$ cat config.mk
export PLATFORM = sky130hd
export DESIGN_NAME = lsce_top
export DESIGN_NICKNAME = d
export VERILOG_FILES = /design/src/lsce_pkg.sv /design/src/lsce_sticky.sv /design/src/lsce_top.sv
export SDC_FILE = /design/constraint.sdc
export NUM_CORES = 1
export LEC_CHECK = 0
export ABC_AREA = 1
export BUFFER_PORTS_ARGS = -buffer_cell sky130_fd_sc_hd__buf_2
export CAP_MARGIN = 5
export CELL_PAD_IN_SITES_DETAIL_PLACEMENT = 1
export CELL_PAD_IN_SITES_GLOBAL_PLACEMENT = 2
export CORE_MARGIN = 5
export CORE_UTILIZATION = 23
export CTS_CLUSTER_DIAMETER = 30
export DETAILED_ROUTE_END_ITERATION = 12
export PLACE_DENSITY_LB_ADDON = 0.1
export SLEW_MARGIN = 30
export SYNTH_ARGS = -nofsm -noshare
export SYNTH_HDL_FRONTEND = slang
export SYNTH_SLANG_ARGS = --single-unit
$ cat constraint.sdc
create_clock -name clk_sys -period 0.91 [get_ports clk_sys]
set_input_delay 0.182 -clock clk_sys [delete_from_list [all_inputs] [get_ports clk_sys]]
set_output_delay 0.182 -clock clk_sys [all_outputs]
set_load 0.005 [all_outputs]
$ cat src/lsce_pkg.sv
// constants and types for the link status and channel enable register block
package lsce_pkg;
    localparam int unsigned LSCE_ADDR_W = 12;
    localparam logic [11:0] LSCE_OFS_STATUS = 12'h208;
    localparam logic [11:0] LSCE_OFS_CHEN = 12'h209;
    localparam logic [7:0] LSCE_CHEN_RESET = 8'h03;
    localparam logic [7:0] LSCE_STATUS_RESET = 8'h00;
    // status bit positions
    localparam int unsigned LSCE_ST_SAMPLING_LOCK = 0;
    localparam int unsigned LSCE_ST_SERIAL_LOCK = 2;
    localparam int unsigned LSCE_ST_PHASE_SET = 3;
    localparam int unsigned LSCE_ST_REALIGNED = 4;
    localparam int unsigned LSCE_ST_LINE = 5;
    localparam int unsigned LSCE_ST_LINK_UP = 6;
    // channel enable bit positions
    localparam int unsigned LSCE_CE_FIRST = 0;
    localparam int unsigned LSCE_CE_SECOND = 1;
    localparam int unsigned LSCE_CE_ONE_CH = 2;
    // full-mode link shape defaults
    localparam int unsigned LSCE_LANES_FULL = 8;
    localparam int unsigned LSCE_CONV_FULL = 4;
    typedef enum logic [1:0] {
        LSCE_PLACE_NORMAL = 2'b00,
        LSCE_PLACE_SHIFTED = 2'b01
    } lsce_place_t;
endpackage

$ cat src/lsce_sticky.sv
`timescale 1ns/1ns
// sticky flag: hardware set, write-one clear, set wins
module lsce_sticky (
    // clock and reset
    input wire logic clk_sys,
    input wire logic rst_n,
    // set and clear
    input wire logic set_i,
    input wire logic clr_i,
    // flag
    output logic flag_o
);
    logic flag_q;
    logic flag_d;
    assign flag_d = set_i ? 1'b1 : (clr_i ? 1'b0 : flag_q);
    always_ff @(posedge clk_sys or negedge rst_n) begin
        if (!rst_n) begin
            flag_q <= 1'b0;
        end else begin
            flag_q <= flag_d;
        end
    end
    assign flag_o = flag_q;

    set_wins_a: assert property (@(posedge clk_sys) disable iff (!rst_n)
        set_i |=> flag_o)
        else $error("sticky flag lost a set");
endmodule

$ cat src/lsce_top.sv
`timescale 1ns/1ns
module lsce_top
    import lsce_pkg::*;
#(
    parameter int unsigned LANES_FULL = LSCE_LANES_FULL,
    parameter int unsigned CONV_FULL = LSCE_CONV_FULL
) (
    // clock and reset
    input wire logic clk_sys,
    input wire logic rstn,
    // register port
    input wire logic [LSCE_ADDR_W-1:0] reg_addr,
    input wire logic [7:0] reg_wdata,
    input wire logic reg_wr,
    input wire logic reg_rd,
    output logic [7:0] reg_rdata,
    // live state from the link and clocking
    input wire logic sync_line_n,
    input wire logic sysref_realign,
    input wire logic sysref_event,
    input wire logic serial_link_enable_bit,
    input wire logic serializer_pll_lock,
    input wire logic sampling_pll_lock,
    input wire logic link_up,
    // channel control outputs
    output logic chan_a_en,
    output logic chan_b_en,
    output logic chan_c_en,
    output logic chan_d_en,
    output logic one_channel_mode,
    output logic [7:0] link_lanes,
    output logic [7:0] link_converters,
    output logic tail_pad_en,
    output logic sample_place_shift
);
    // reset release
    logic rst_s1_q;
    logic rst_n;
    always_ff @(posedge clk_sys or negedge rstn) begin
        if (!rstn) begin
            rst_s1_q <= 1'b0;
            rst_n <= 1'b0;
        end else begin
            rst_s1_q <= 1'b1;
            rst_n <= rst_s1_q;
        end
    end

    // address decode
    wire sel_status = (reg_addr == LSCE_OFS_STATUS);
    wire sel_chen = (reg_addr == LSCE_OFS_CHEN);
    wire wr_status = reg_wr && sel_status;
    wire wr_chen = reg_wr && sel_chen;

    // channel enable register; reserved bits stored as written
    logic [7:0] chen_q;
    always_ff @(posedge clk_sys or negedge rst_n) begin
        if (!rst_n) begin
            chen_q <= LSCE_CHEN_RESET;
        end else if (wr_chen) begin
            chen_q <= reg_wdata;
        end
    end

    // first sysref after encoder enable; disarmed while the link is disabled, re-armed each time the encoder is enabled again
    logic enc_armed_q;
    logic enc_en_prev_q;
    always_ff @(posedge clk_sys or negedge rst_n) begin
        if (!rst_n) begin
            enc_armed_q <= 1'b0;
            enc_en_prev_q <= 1'b0;
        end else begin
            enc_en_prev_q <= serial_link_enable_bit;
            if (!serial_link_enable_bit) begin
                enc_armed_q <= 1'b0;
            end else if (!enc_en_prev_q) begin
                enc_armed_q <= 1'b1;
            end else if (sysref_event) begin
                enc_armed_q <= 1'b0;
            end
        end
    end
    wire phase_set_evt = enc_armed_q && enc_en_prev_q && serial_link_enable_bit && sysref_event;

    // sticky flags
    logic realigned_flag;
    logic multiframe_phase_set_flag;
    lsce_sticky u_realign (
        .clk_sys(clk_sys),
        .rst_n(rst_n),
        .set_i(sysref_realign),
        .clr_i(wr_status && reg_wdata[LSCE_ST_REALIGNED]),
        .flag_o(realigned_flag)
    );
    lsce_sticky u_phase (
        .clk_sys(clk_sys),
        .rst_n(rst_n),
        .set_i(phase_set_evt),
        .clr_i(wr_status && reg_wdata[LSCE_ST_PHASE_SET]),
        .flag_o(multiframe_phase_set_flag)
    );

    // live status bits are not writable, so writes only reach the sticky pair
    wire serializer_pll_lock_flag = serializer_pll_lock;
    wire sampling_pll_lock_flag = sampling_pll_lock;
    logic [7:0] status_w;
    always_comb begin
        status_w = LSCE_STATUS_RESET;
        status_w[LSCE_ST_LINK_UP] = link_up;
        status_w[LSCE_ST_LINE] = sync_line_n;
        status_w[LSCE_ST_REALIGNED] = realigned_flag;
        status_w[LSCE_ST_PHASE_SET] = multiframe_phase_set_flag;
        status_w[LSCE_ST_SERIAL_LOCK] = serializer_pll_lock_flag;
        status_w[LSCE_ST_SAMPLING_LOCK] = sampling_pll_lock_flag;
    end

    // read data, valid the cycle after the strobe
    wire [7:0] rd_mux = sel_status ? status_w : (sel_chen ? chen_q : 8'h00);
    always_ff @(posedge clk_sys or negedge rst_n) begin
        if (!rst_n) begin
            reg_rdata <= 8'h00;
        end else if (reg_rd) begin
            reg_rdata <= rd_mux;
        end else begin
            reg_rdata <= 8'h00;
        end
    end

    // channel enables
    wire first_pair_enable = chen_q[LSCE_CE_FIRST];
    wire second_pair_enable = chen_q[LSCE_CE_SECOND];
    wire one_ch = chen_q[LSCE_CE_ONE_CH];
    wire pair_off = !(first_pair_enable && second_pair_enable) || one_ch;

    function automatic logic [7:0] half_up(input int unsigned v);
        half_up = 8'((v + 1) / 2);
    endfunction

    wire [7:0] lanes_d = pair_off ? half_up(LANES_FULL) : 8'(LANES_FULL);
    wire [7:0] conv_d = pair_off ? 8'(CONV_FULL / 2) : 8'(CONV_FULL);
    wire tail_d = pair_off && (LANES_FULL % 2 == 1);
    lsce_place_t place_d;
    assign place_d = first_pair_enable ? LSCE_PLACE_NORMAL : LSCE_PLACE_SHIFTED;

    always_ff @(posedge clk_sys or negedge rst_n) begin
        if (!rst_n) begin
            chan_a_en <= 1'b1;
            chan_b_en <= 1'b1;
            chan_c_en <= 1'b1;
            chan_d_en <= 1'b1;
            one_channel_mode <= 1'b0;
            link_lanes <= 8'h00;
            link_converters <= 8'h00;
            tail_pad_en <= 1'b0;
            sample_place_shift <= 1'b0;
        end else begin
            chan_a_en <= first_pair_enable;
            chan_b_en <= first_pair_enable && !one_ch;
            chan_c_en <= second_pair_enable && !one_ch;
            chan_d_en <= second_pair_enable && !one_ch;
            one_channel_mode <= one_ch;
            link_lanes <= lanes_d;
            link_converters <= conv_d;
            tail_pad_en <= tail_d;
            sample_place_shift <= (place_d == LSCE_PLACE_SHIFTED);
        end
    end

    // checks
    line_state_a: assert property (@(posedge clk_sys) disable iff (!rst_n)
        reg_rd && sel_status |=> reg_rdata[LSCE_ST_LINE] == $past(sync_line_n))
        else $error("line state read wrong");
    pll_lock_a: assert property (@(posedge clk_sys) disable iff (!rst_n)
        reg_rd && sel_status |=> reg_rdata[LSCE_ST_SERIAL_LOCK] == $past(serializer_pll_lock)
            && reg_rdata[LSCE_ST_SAMPLING_LOCK] == $past(sampling_pll_lock))
        else $error("pll lock read wrong");
    realign_set_a: assert property (@(posedge clk_sys) disable iff (!rst_n)
        sysref_realign |=> realigned_flag)
        else $error("realign not flagged");
    clear_one_a: assert property (@(posedge clk_sys) disable iff (!rst_n)
        wr_status && reg_wdata[LSCE_ST_PHASE_SET] && !phase_set_evt
            |=> !multiframe_phase_set_flag)
        else $error("phase flag not cleared");
    zero_keeps_a: assert property (@(posedge clk_sys) disable iff (!rst_n)
        wr_status && !reg_wdata[LSCE_ST_REALIGNED] && realigned_flag |=> realigned_flag)
        else $error("realign flag lost on zero write");
    single_chan_a: assert property (@(posedge clk_sys) disable iff (!rst_n)
        one_ch |=> !chan_b_en && !chan_c_en && !chan_d_en)
        else $error("single channel mode leaves channels on");
    pair_scale_a: assert property (@(posedge clk_sys) disable iff (!rst_n)
        !second_pair_enable |=> link_converters == 8'(CONV_FULL / 2))
        else $error("converter count not halved");
    place_shift_a: assert property (@(posedge clk_sys) disable iff (!rst_n)
        !first_pair_enable |=> sample_place_shift)
        else $error("sample placement not shifted");
    link_up_a: assert property (@(posedge clk_sys) disable iff (!rst_n)
        reg_rd && sel_status |=> reg_rdata[LSCE_ST_LINK_UP] == $past(link_up))
        else $error("link up read wrong");

    // reset release: the second stage never runs ahead of the first
    rst_order_a: assert property (@(posedge clk_sys)
        rst_n |-> rst_s1_q)
        else $error("reset stages out of order");

    // channel enable register storage
    chen_write_a: assert property (@(posedge clk_sys) disable iff (!rst_n)
        wr_chen |=> chen_q == $past(reg_wdata))
        else $error("channel enable write lost");
    chen_hold_a: assert property (@(posedge clk_sys) disable iff (!rst_n)
        !wr_chen |=> $stable(chen_q))
        else $error("channel enable changed without write");
    status_no_chen_a: assert property (@(posedge clk_sys) disable iff (!rst_n)
        wr_status |=> $stable(chen_q))
        else $error("status write reached channel enable");

    // sticky alignment flags
    realign_clear_a: assert property (@(posedge clk_sys) disable iff (!rst_n)
        wr_status && reg_wdata[LSCE_ST_REALIGNED] && !sysref_realign |=> !realigned_flag)
        else $error("realign flag not cleared");
    phase_keep_a: assert property (@(posedge clk_sys) disable iff (!rst_n)
        wr_status && !reg_wdata[LSCE_ST_PHASE_SET] && multiframe_phase_set_flag
            |=> multiframe_phase_set_flag)
        else $error("phase flag lost on zero write");
    clear_both_a: assert property (@(posedge clk_sys) disable iff (!rst_n)
        wr_status && reg_wdata[LSCE_ST_REALIGNED] && reg_wdata[LSCE_ST_PHASE_SET]
            && !sysref_realign && !phase_set_evt
            |=> !realigned_flag && !multiframe_phase_set_flag)
        else $error("flags not both cleared");
    realign_wins_a: assert property (@(posedge clk_sys) disable iff (!rst_n)
        sysref_realign && wr_status && reg_wdata[LSCE_ST_REALIGNED] |=> realigned_flag)
        else $error("clear beat a realign event");
    phase_wins_a: assert property (@(posedge clk_sys) disable iff (!rst_n)
        phase_set_evt && wr_status && reg_wdata[LSCE_ST_PHASE_SET]
            |=> multiframe_phase_set_flag)
        else $error("clear beat a phase event");
    phase_set_a: assert property (@(posedge clk_sys) disable iff (!rst_n)
        phase_set_evt |=> multiframe_phase_set_flag)
        else $error("phase event not flagged");
    realign_hold_a: assert property (@(posedge clk_sys) disable iff (!rst_n)
        !sysref_realign && !(wr_status && reg_wdata[LSCE_ST_REALIGNED]) |=> $stable(realigned_flag))
        else $error("realign flag moved on its own");
    phase_hold_a: assert property (@(posedge clk_sys) disable iff (!rst_n)
        !phase_set_evt && !(wr_status && reg_wdata[LSCE_ST_PHASE_SET])
            |=> $stable(multiframe_phase_set_flag))
        else $error("phase flag moved on its own");

    // arming for the first sysref after the encoder comes on
    phase_off_a: assert property (@(posedge clk_sys) disable iff (!rst_n)
        !serial_link_enable_bit |-> !phase_set_evt)
        else $error("phase event while encoder off");
    arm_clear_a: assert property (@(posedge clk_sys) disable iff (!rst_n)
        !serial_link_enable_bit |=> !enc_armed_q)
        else $error("armed while encoder off");
    arm_rise_a: assert property (@(posedge clk_sys) disable iff (!rst_n)
        serial_link_enable_bit && !enc_en_prev_q |=> enc_armed_q)
        else $error("not armed on encoder enable");
    arm_once_a: assert property (@(posedge clk_sys) disable iff (!rst_n)
        phase_set_evt |=> !enc_armed_q)
        else $error("still armed after first sysref");
    no_rearm_a: assert property (@(posedge clk_sys) disable iff (!rst_n)
        !enc_armed_q && enc_en_prev_q && serial_link_enable_bit |=> !enc_armed_q)
        else $error("re-armed while encoder stays on");

    // read path
    rd_idle_a: assert property (@(posedge clk_sys) disable iff (!rst_n)
        !reg_rd |=> reg_rdata == 8'h00)
        else $error("read data outside read cycle");
    rd_unmapped_a: assert property (@(posedge clk_sys) disable iff (!rst_n)
        reg_rd && !sel_status && !sel_chen |=> reg_rdata == 8'h00)
        else $error("unmapped read not zero");
    rd_chen_a: assert property (@(posedge clk_sys) disable iff (!rst_n)
        reg_rd && sel_chen |=> reg_rdata == $past(chen_q))
        else $error("channel enable read wrong");
    realign_read_a: assert property (@(posedge clk_sys) disable iff (!rst_n)
        reg_rd && sel_status |=> reg_rdata[LSCE_ST_REALIGNED] == $past(realigned_flag))
        else $error("realign flag read wrong");
    phase_read_a: assert property (@(posedge clk_sys) disable iff (!rst_n)
        reg_rd && sel_status
            |=> reg_rdata[LSCE_ST_PHASE_SET] == $past(multiframe_phase_set_flag))
        else $error("phase flag read wrong");
    reserved_read_a: assert property (@(posedge clk_sys) disable iff (!rst_n)
        reg_rd && sel_status |=> !reg_rdata[7] && !reg_rdata[1])
        else $error("reserved status bits not zero");

    // channel outputs
    chan_a_on_a: assert property (@(posedge clk_sys) disable iff (!rst_n)
        first_pair_enable |=> chan_a_en)
        else $error("channel a not enabled");
    chan_a_off_a: assert property (@(posedge clk_sys) disable iff (!rst_n)
        !first_pair_enable |=> !chan_a_en)
        else $error("channel a not disabled");
    chan_b_on_a: assert property (@(posedge clk_sys) disable iff (!rst_n)
        first_pair_enable && !one_ch |=> chan_b_en)
        else $error("channel b not enabled");
    chan_cd_on_a: assert property (@(posedge clk_sys) disable iff (!rst_n)
        second_pair_enable && !one_ch |=> chan_c_en && chan_d_en)
        else $error("channels c d not enabled");
    chan_cd_off_a: assert property (@(posedge clk_sys) disable iff (!rst_n)
        !second_pair_enable |=> !chan_c_en && !chan_d_en)
        else $error("channels c d not disabled");
    one_mode_a: assert property (@(posedge clk_sys) disable iff (!rst_n)
        one_ch |=> one_channel_mode)
        else $error("single channel mode not shown");
    full_mode_a: assert property (@(posedge clk_sys) disable iff (!rst_n)
        !one_ch |=> !one_channel_mode)
        else $error("single channel mode shown wrongly");

    // link shape
    lanes_half_a: assert property (@(posedge clk_sys) disable iff (!rst_n)
        pair_off |=> link_lanes == 8'((LANES_FULL + 1) / 2))
        else $error("lane count not halved");
    lanes_full_a: assert property (@(posedge clk_sys) disable iff (!rst_n)
        !pair_off |=> link_lanes == 8'(LANES_FULL))
        else $error("lane count not full");
    conv_full_a: assert property (@(posedge clk_sys) disable iff (!rst_n)
        !pair_off |=> link_converters == 8'(CONV_FULL))
        else $error("converter count not full");
    conv_one_a: assert property (@(posedge clk_sys) disable iff (!rst_n)
        one_ch |=> link_converters == 8'(CONV_FULL / 2))
        else $error("converter count not halved in single mode");
    first_off_scale_a: assert property (@(posedge clk_sys) disable iff (!rst_n)
        !first_pair_enable |=> link_converters == 8'(CONV_FULL / 2))
        else $error("converter count not halved for first pair off");
    tail_on_a: assert property (@(posedge clk_sys) disable iff (!rst_n)
        pair_off && (LANES_FULL % 2 == 1) |=> tail_pad_en)
        else $error("tail padding missing");
    tail_off_a: assert property (@(posedge clk_sys) disable iff (!rst_n)
        !pair_off |=> !tail_pad_en)
        else $error("tail padding in full mode");
    tail_even_a: assert property (@(posedge clk_sys) disable iff (!rst_n)
        (LANES_FULL % 2 == 0) |-> !tail_pad_en)
        else $error("tail padding with even lane count");
    place_normal_a: assert property (@(posedge clk_sys) disable iff (!rst_n)
        first_pair_enable |=> !sample_place_shift)
        else $error("sample placement shifted wrongly");
endmodule

---- After elaboration in Yosys (flattened, before gate mapping) ----
Index checks and enable logic that the tools add are counted.
word-level totals
  output and inout bits ................... 31
  memories kept ........................... 0
  bits in latches ......................... 0
  word-level logic and storage cells ...... 47
  memory bits (writable) .................. 0
  bits of input ports ..................... 31
  bits in registers ....................... 34
  bits in read-only memories .............. 0
operators by class
  order comparisons ....................... 0
  mux-type cells .......................... 13
  equality and inequality tests ........... 4
  $add $sub $neg .......................... 0
  reduce and logical (&&, ||, !) cells .... 15
  bitwise gates (word level) .............. 0
  shift-type cells ........................ 0
  divide/modulo/power cells ............... 0
  $mul .................................... 0
operators by type and width
  kind                  count
  $eq 12x10->1 const B  2
  $mux 8                3
  $logic_and 1x1->1     10
  $mux 1                8
  $mux 4                1
  $reduce_bool 2->1     2
  $mux 3                1
  $ne 3x3->1 const B    1
  $logic_not 1->1       2
  $eq 1x1->1 const B    1
  $logic_or 1x1->1      1

---- Logic depth before layout (Yosys ltp) ----
  depth after elaboration ................. 5
  mapped depth ............................ 8
  mapped depth without buffers ............ 8

---- Modules after synthesis ----
A second synthesis with hierarchy kept.
unflattened totals
  cell total of the unflattened synthesis .. 134
  area total of the unflattened synthesis .. 1285.0 sq um
by module, submodules not included
  module       seq. area each (sq um)  instances  cells an instance  area an instance (sq um)
  lsce_top     681.9                   1          124                1204.9
  lsce_sticky  25.0                    2          5                  40.0

---- Worst setup path after synthesis ----
No wires, ideal clock.
  path kind ............................... input to register
  start point ............................. input port reg_addr[5]
  end point ............................... register chen_q[6]
  data required time ...................... 0.793 ns
  arrival time ............................ 0.889 ns
  setup slack ............................. -0.096 ns
  path buffers ............................ 1
  cell stages on the path ................. 7
  setup time .............................. 0.117 ns
  cells stage by stage .................... nor2_1 > nand2_1 > nor2_4 > nand3_4 > buf_6 > nand2_1 > o21ai_2
between the ends
  cells in the longest elaborated chain, start to end .. 2
ends and longest elaborated chain
  item                  RTL line        RTL
  start, declared       lsce_top.sv:12  input wire logic [LSCE_ADDR_W-1:0] reg_addr,
  $eq 12x10->1          lsce_top.sv:51  wire sel_chen = (reg_addr == LSCE_OFS_CHEN);
  $logic_and 1x1->1     lsce_top.sv:53  wire wr_chen = reg_wr && sel_chen;
  end signal, assigned  lsce_top.sv:61  chen_q <= reg_wdata;
  end, declared         lsce_top.sv:56  logic [7:0] chen_q;
Every way passes these cells.
A chain may end at the register's enable or synchronous reset.

---- Worst setup path in the final report ----
  start point ............................. register chan_d_en
  end point ............................... output port chan_d_en
RTL lines
  item                    RTL line         RTL
  start, declared         lsce_top.sv:29   output logic chan_d_en,
  start signal, assigned  lsce_top.sv:160  chan_d_en <= second_pair_enable && !one_ch;
No word-level cell between the ends.

==> run metrics <==
vias in the first global route=1118; vias per cell=3.82; commonest non-fill, non-tap cells in the layout=buf_2, nand2_1, dfrtp_1; commonest non-fill, non-tap cell in the layout=buf_2; Buf/Inv on CP=1; Initial Util=0.234; largest net degree at the start of global routing=28; Site Rows=27; initial drt markers=9; diodes inserted=0; worst hold path class=input pin to flip-flop; Slowest Stage Delay on Critical Path=0.52 ns; Max Slew Vio Count=0; library cells used by synthesis=15; die area=7130 um2; R2R setup slack=0.04 ns; Root Buffer=clkbuf_8; Routed WL=3010 um; Ys Warns=0; register area share after synthesis=0.575; clk_lat worst skew=0.28 ns; Max Clk Rate=0.928 GHz; Setup TNS=-1.03 ns; H-tree levels=2; Worst setup SP type=flip-flop; min cycle time layout=1.08 ns; Filler Cells Inserted=642; dpl cell area=1610 um2; vias=1016; IO Pins=62; FF-to-FF Start=chen_q[0]; Die Ht=84.4 um; synthesized instance count=132; Final setup viols=18; TritonCTS buffer count=5; Hold Crit Start=serial_link_enable_bit; core box area=5440 um2; Crit path max-delay family=flip-flops; failing checks=negative setup slack; Die X=84.4 um; CP max stage cell=dfstp_2; first-pass GRT wire length=5080 um; post-synthesis register bit count=29; post-synthesis to final-layout area growth=45.0%; Critical Path Source=chan_d_en; pre-CTS WS=-0.284 ns; Regs by FF count=chen_q (8), reg_rdata (8), link_lanes (2); Overall Power=2.69 mW; worst path required time=0.73 ns; CP Cell Sequence=buf_2; crit path kind=flip-flop to output port; DRC viols=0; Cell Pwr Density=1460 nW/um2; Pleak=0.974 nW; GR Overflow Total=0; Max Fanout on Critical Path=2; final count of hold timing violations=0; CP Capture Type=output port; Post-layout nets=224; clk buf depth=2; unrepaired setup endpoints after global routing=true; clock sink total=29; Buffers on Ports=48; CTS tree=yes; WL per Instance=11.3 um; total track usage=0.0897; share of cells above drive strength 1=0.546; Arrival @ worst endpoint=0.90 ns; Post-Layout Inst Area=1850 um2; Placer Congestion=0.671; CTS clock-pin slew for the worst setup and hold paths=0.06 ns; worst vdd rail ir drop=426 uV; Post-Syn Area=1270 um2; Worst Skew=0.00403 ns; max-cap violation count=0; outcome=complete, but fails checks; period utilisation layout=1.18; half-perimeter wire length after placement=2340 um; Antenna Nets Post-Route=0; DR pass1 iterations=4; final worst slack=-0.167 ns; Syn Area/Cell=9.65 um2; initial antenna violation count=0
==> per-stage QoR <==
stage	hold slack, ns	cells	util
floorplan	-0.114	144	-
finish	0.0370	266	0.340
detailed placement	-0.0260	253	0.295
global route	0.0304	266	0.340
global placement	-0.0324	253	0.295
CTS	0.0299	262	0.316
==> power by group <==
group          leakage [nW]  internal [mW]  switching (mW)
Clock                0.0542          0.682           0.470
Sequential            0.359           1.31          0.0114
Combinational         0.561         0.0967           0.118
==> synthesized netlist by cell type (all sizes together) <==
master | n | area [um2]
nor2 | 11 | 56.3
nand3 | 2 | 22.5
buf | 17 | 131
dfrtp | 24 | 601
nand4 | 3 | 18.8
inv | 19 | 71.3
nor3 | 1 | 10.0
dfstp | 5 | 131
o21ai | 8 | 70.1
conb | 2 | 7.51
nand2 | 39 | 146
a21boi | 1 | 7.51
==> worst paths after layout <==
kind                                       to  cells after the start
worst max-delay path                chan_d_en                      1
worst min-delay path            enc_en_prev_q                      1
worst max register to register  link_lanes[2]                      3
worst min register to register   reg_rdata[4]                      1
max in group asynchronous           chen_q[0]                      1
min in group asynchronous               rst_n                      2
==> routing by layer <==
metal,vias up,GRT usage,part of all wire
li1,490,-,-
met1,469,0.0979,0.40
met2,50,0.148,0.47
met3,7,0.0383,0.10
met4,0,0.0475,0.024
met5,-,0,0
==> logic make-up after synthesis <==
logic type	Yosys count	share of synthesized area
other cells	2	0.00590
compound gates	9	0.0609
simple gates	56	0.199
buf+inv	36	0.159
flops	29	0.575
==> final cells by class <==
type / count / area, um2 / area share
clock buffers: 7 / 96.3 / 0.0522
clock inverters: 1 / 5.00 / 0.00271
multi-input cells: 80 / 488 / 0.264
flip-flops and latches: 29 / 732 / 0.396
well taps: 72 / 90.1 / 0.0488
repair buffers: 58 / 359 / 0.194
inverters: 19 / 76.3 / 0.0413
==> what timing repair did <==
item | CTS | global route
hold endpoints to repair | 2 | 0
gates resized for setup | 1 | 27
pin swaps | 0 | 15
endpoints found under the setup margin | 19 | 34
setup buffers | 0 | 3
cloned | 0 | 1
hold buffers | 1 | 0
Note: power is estimated with default switching activity, not from simulation.
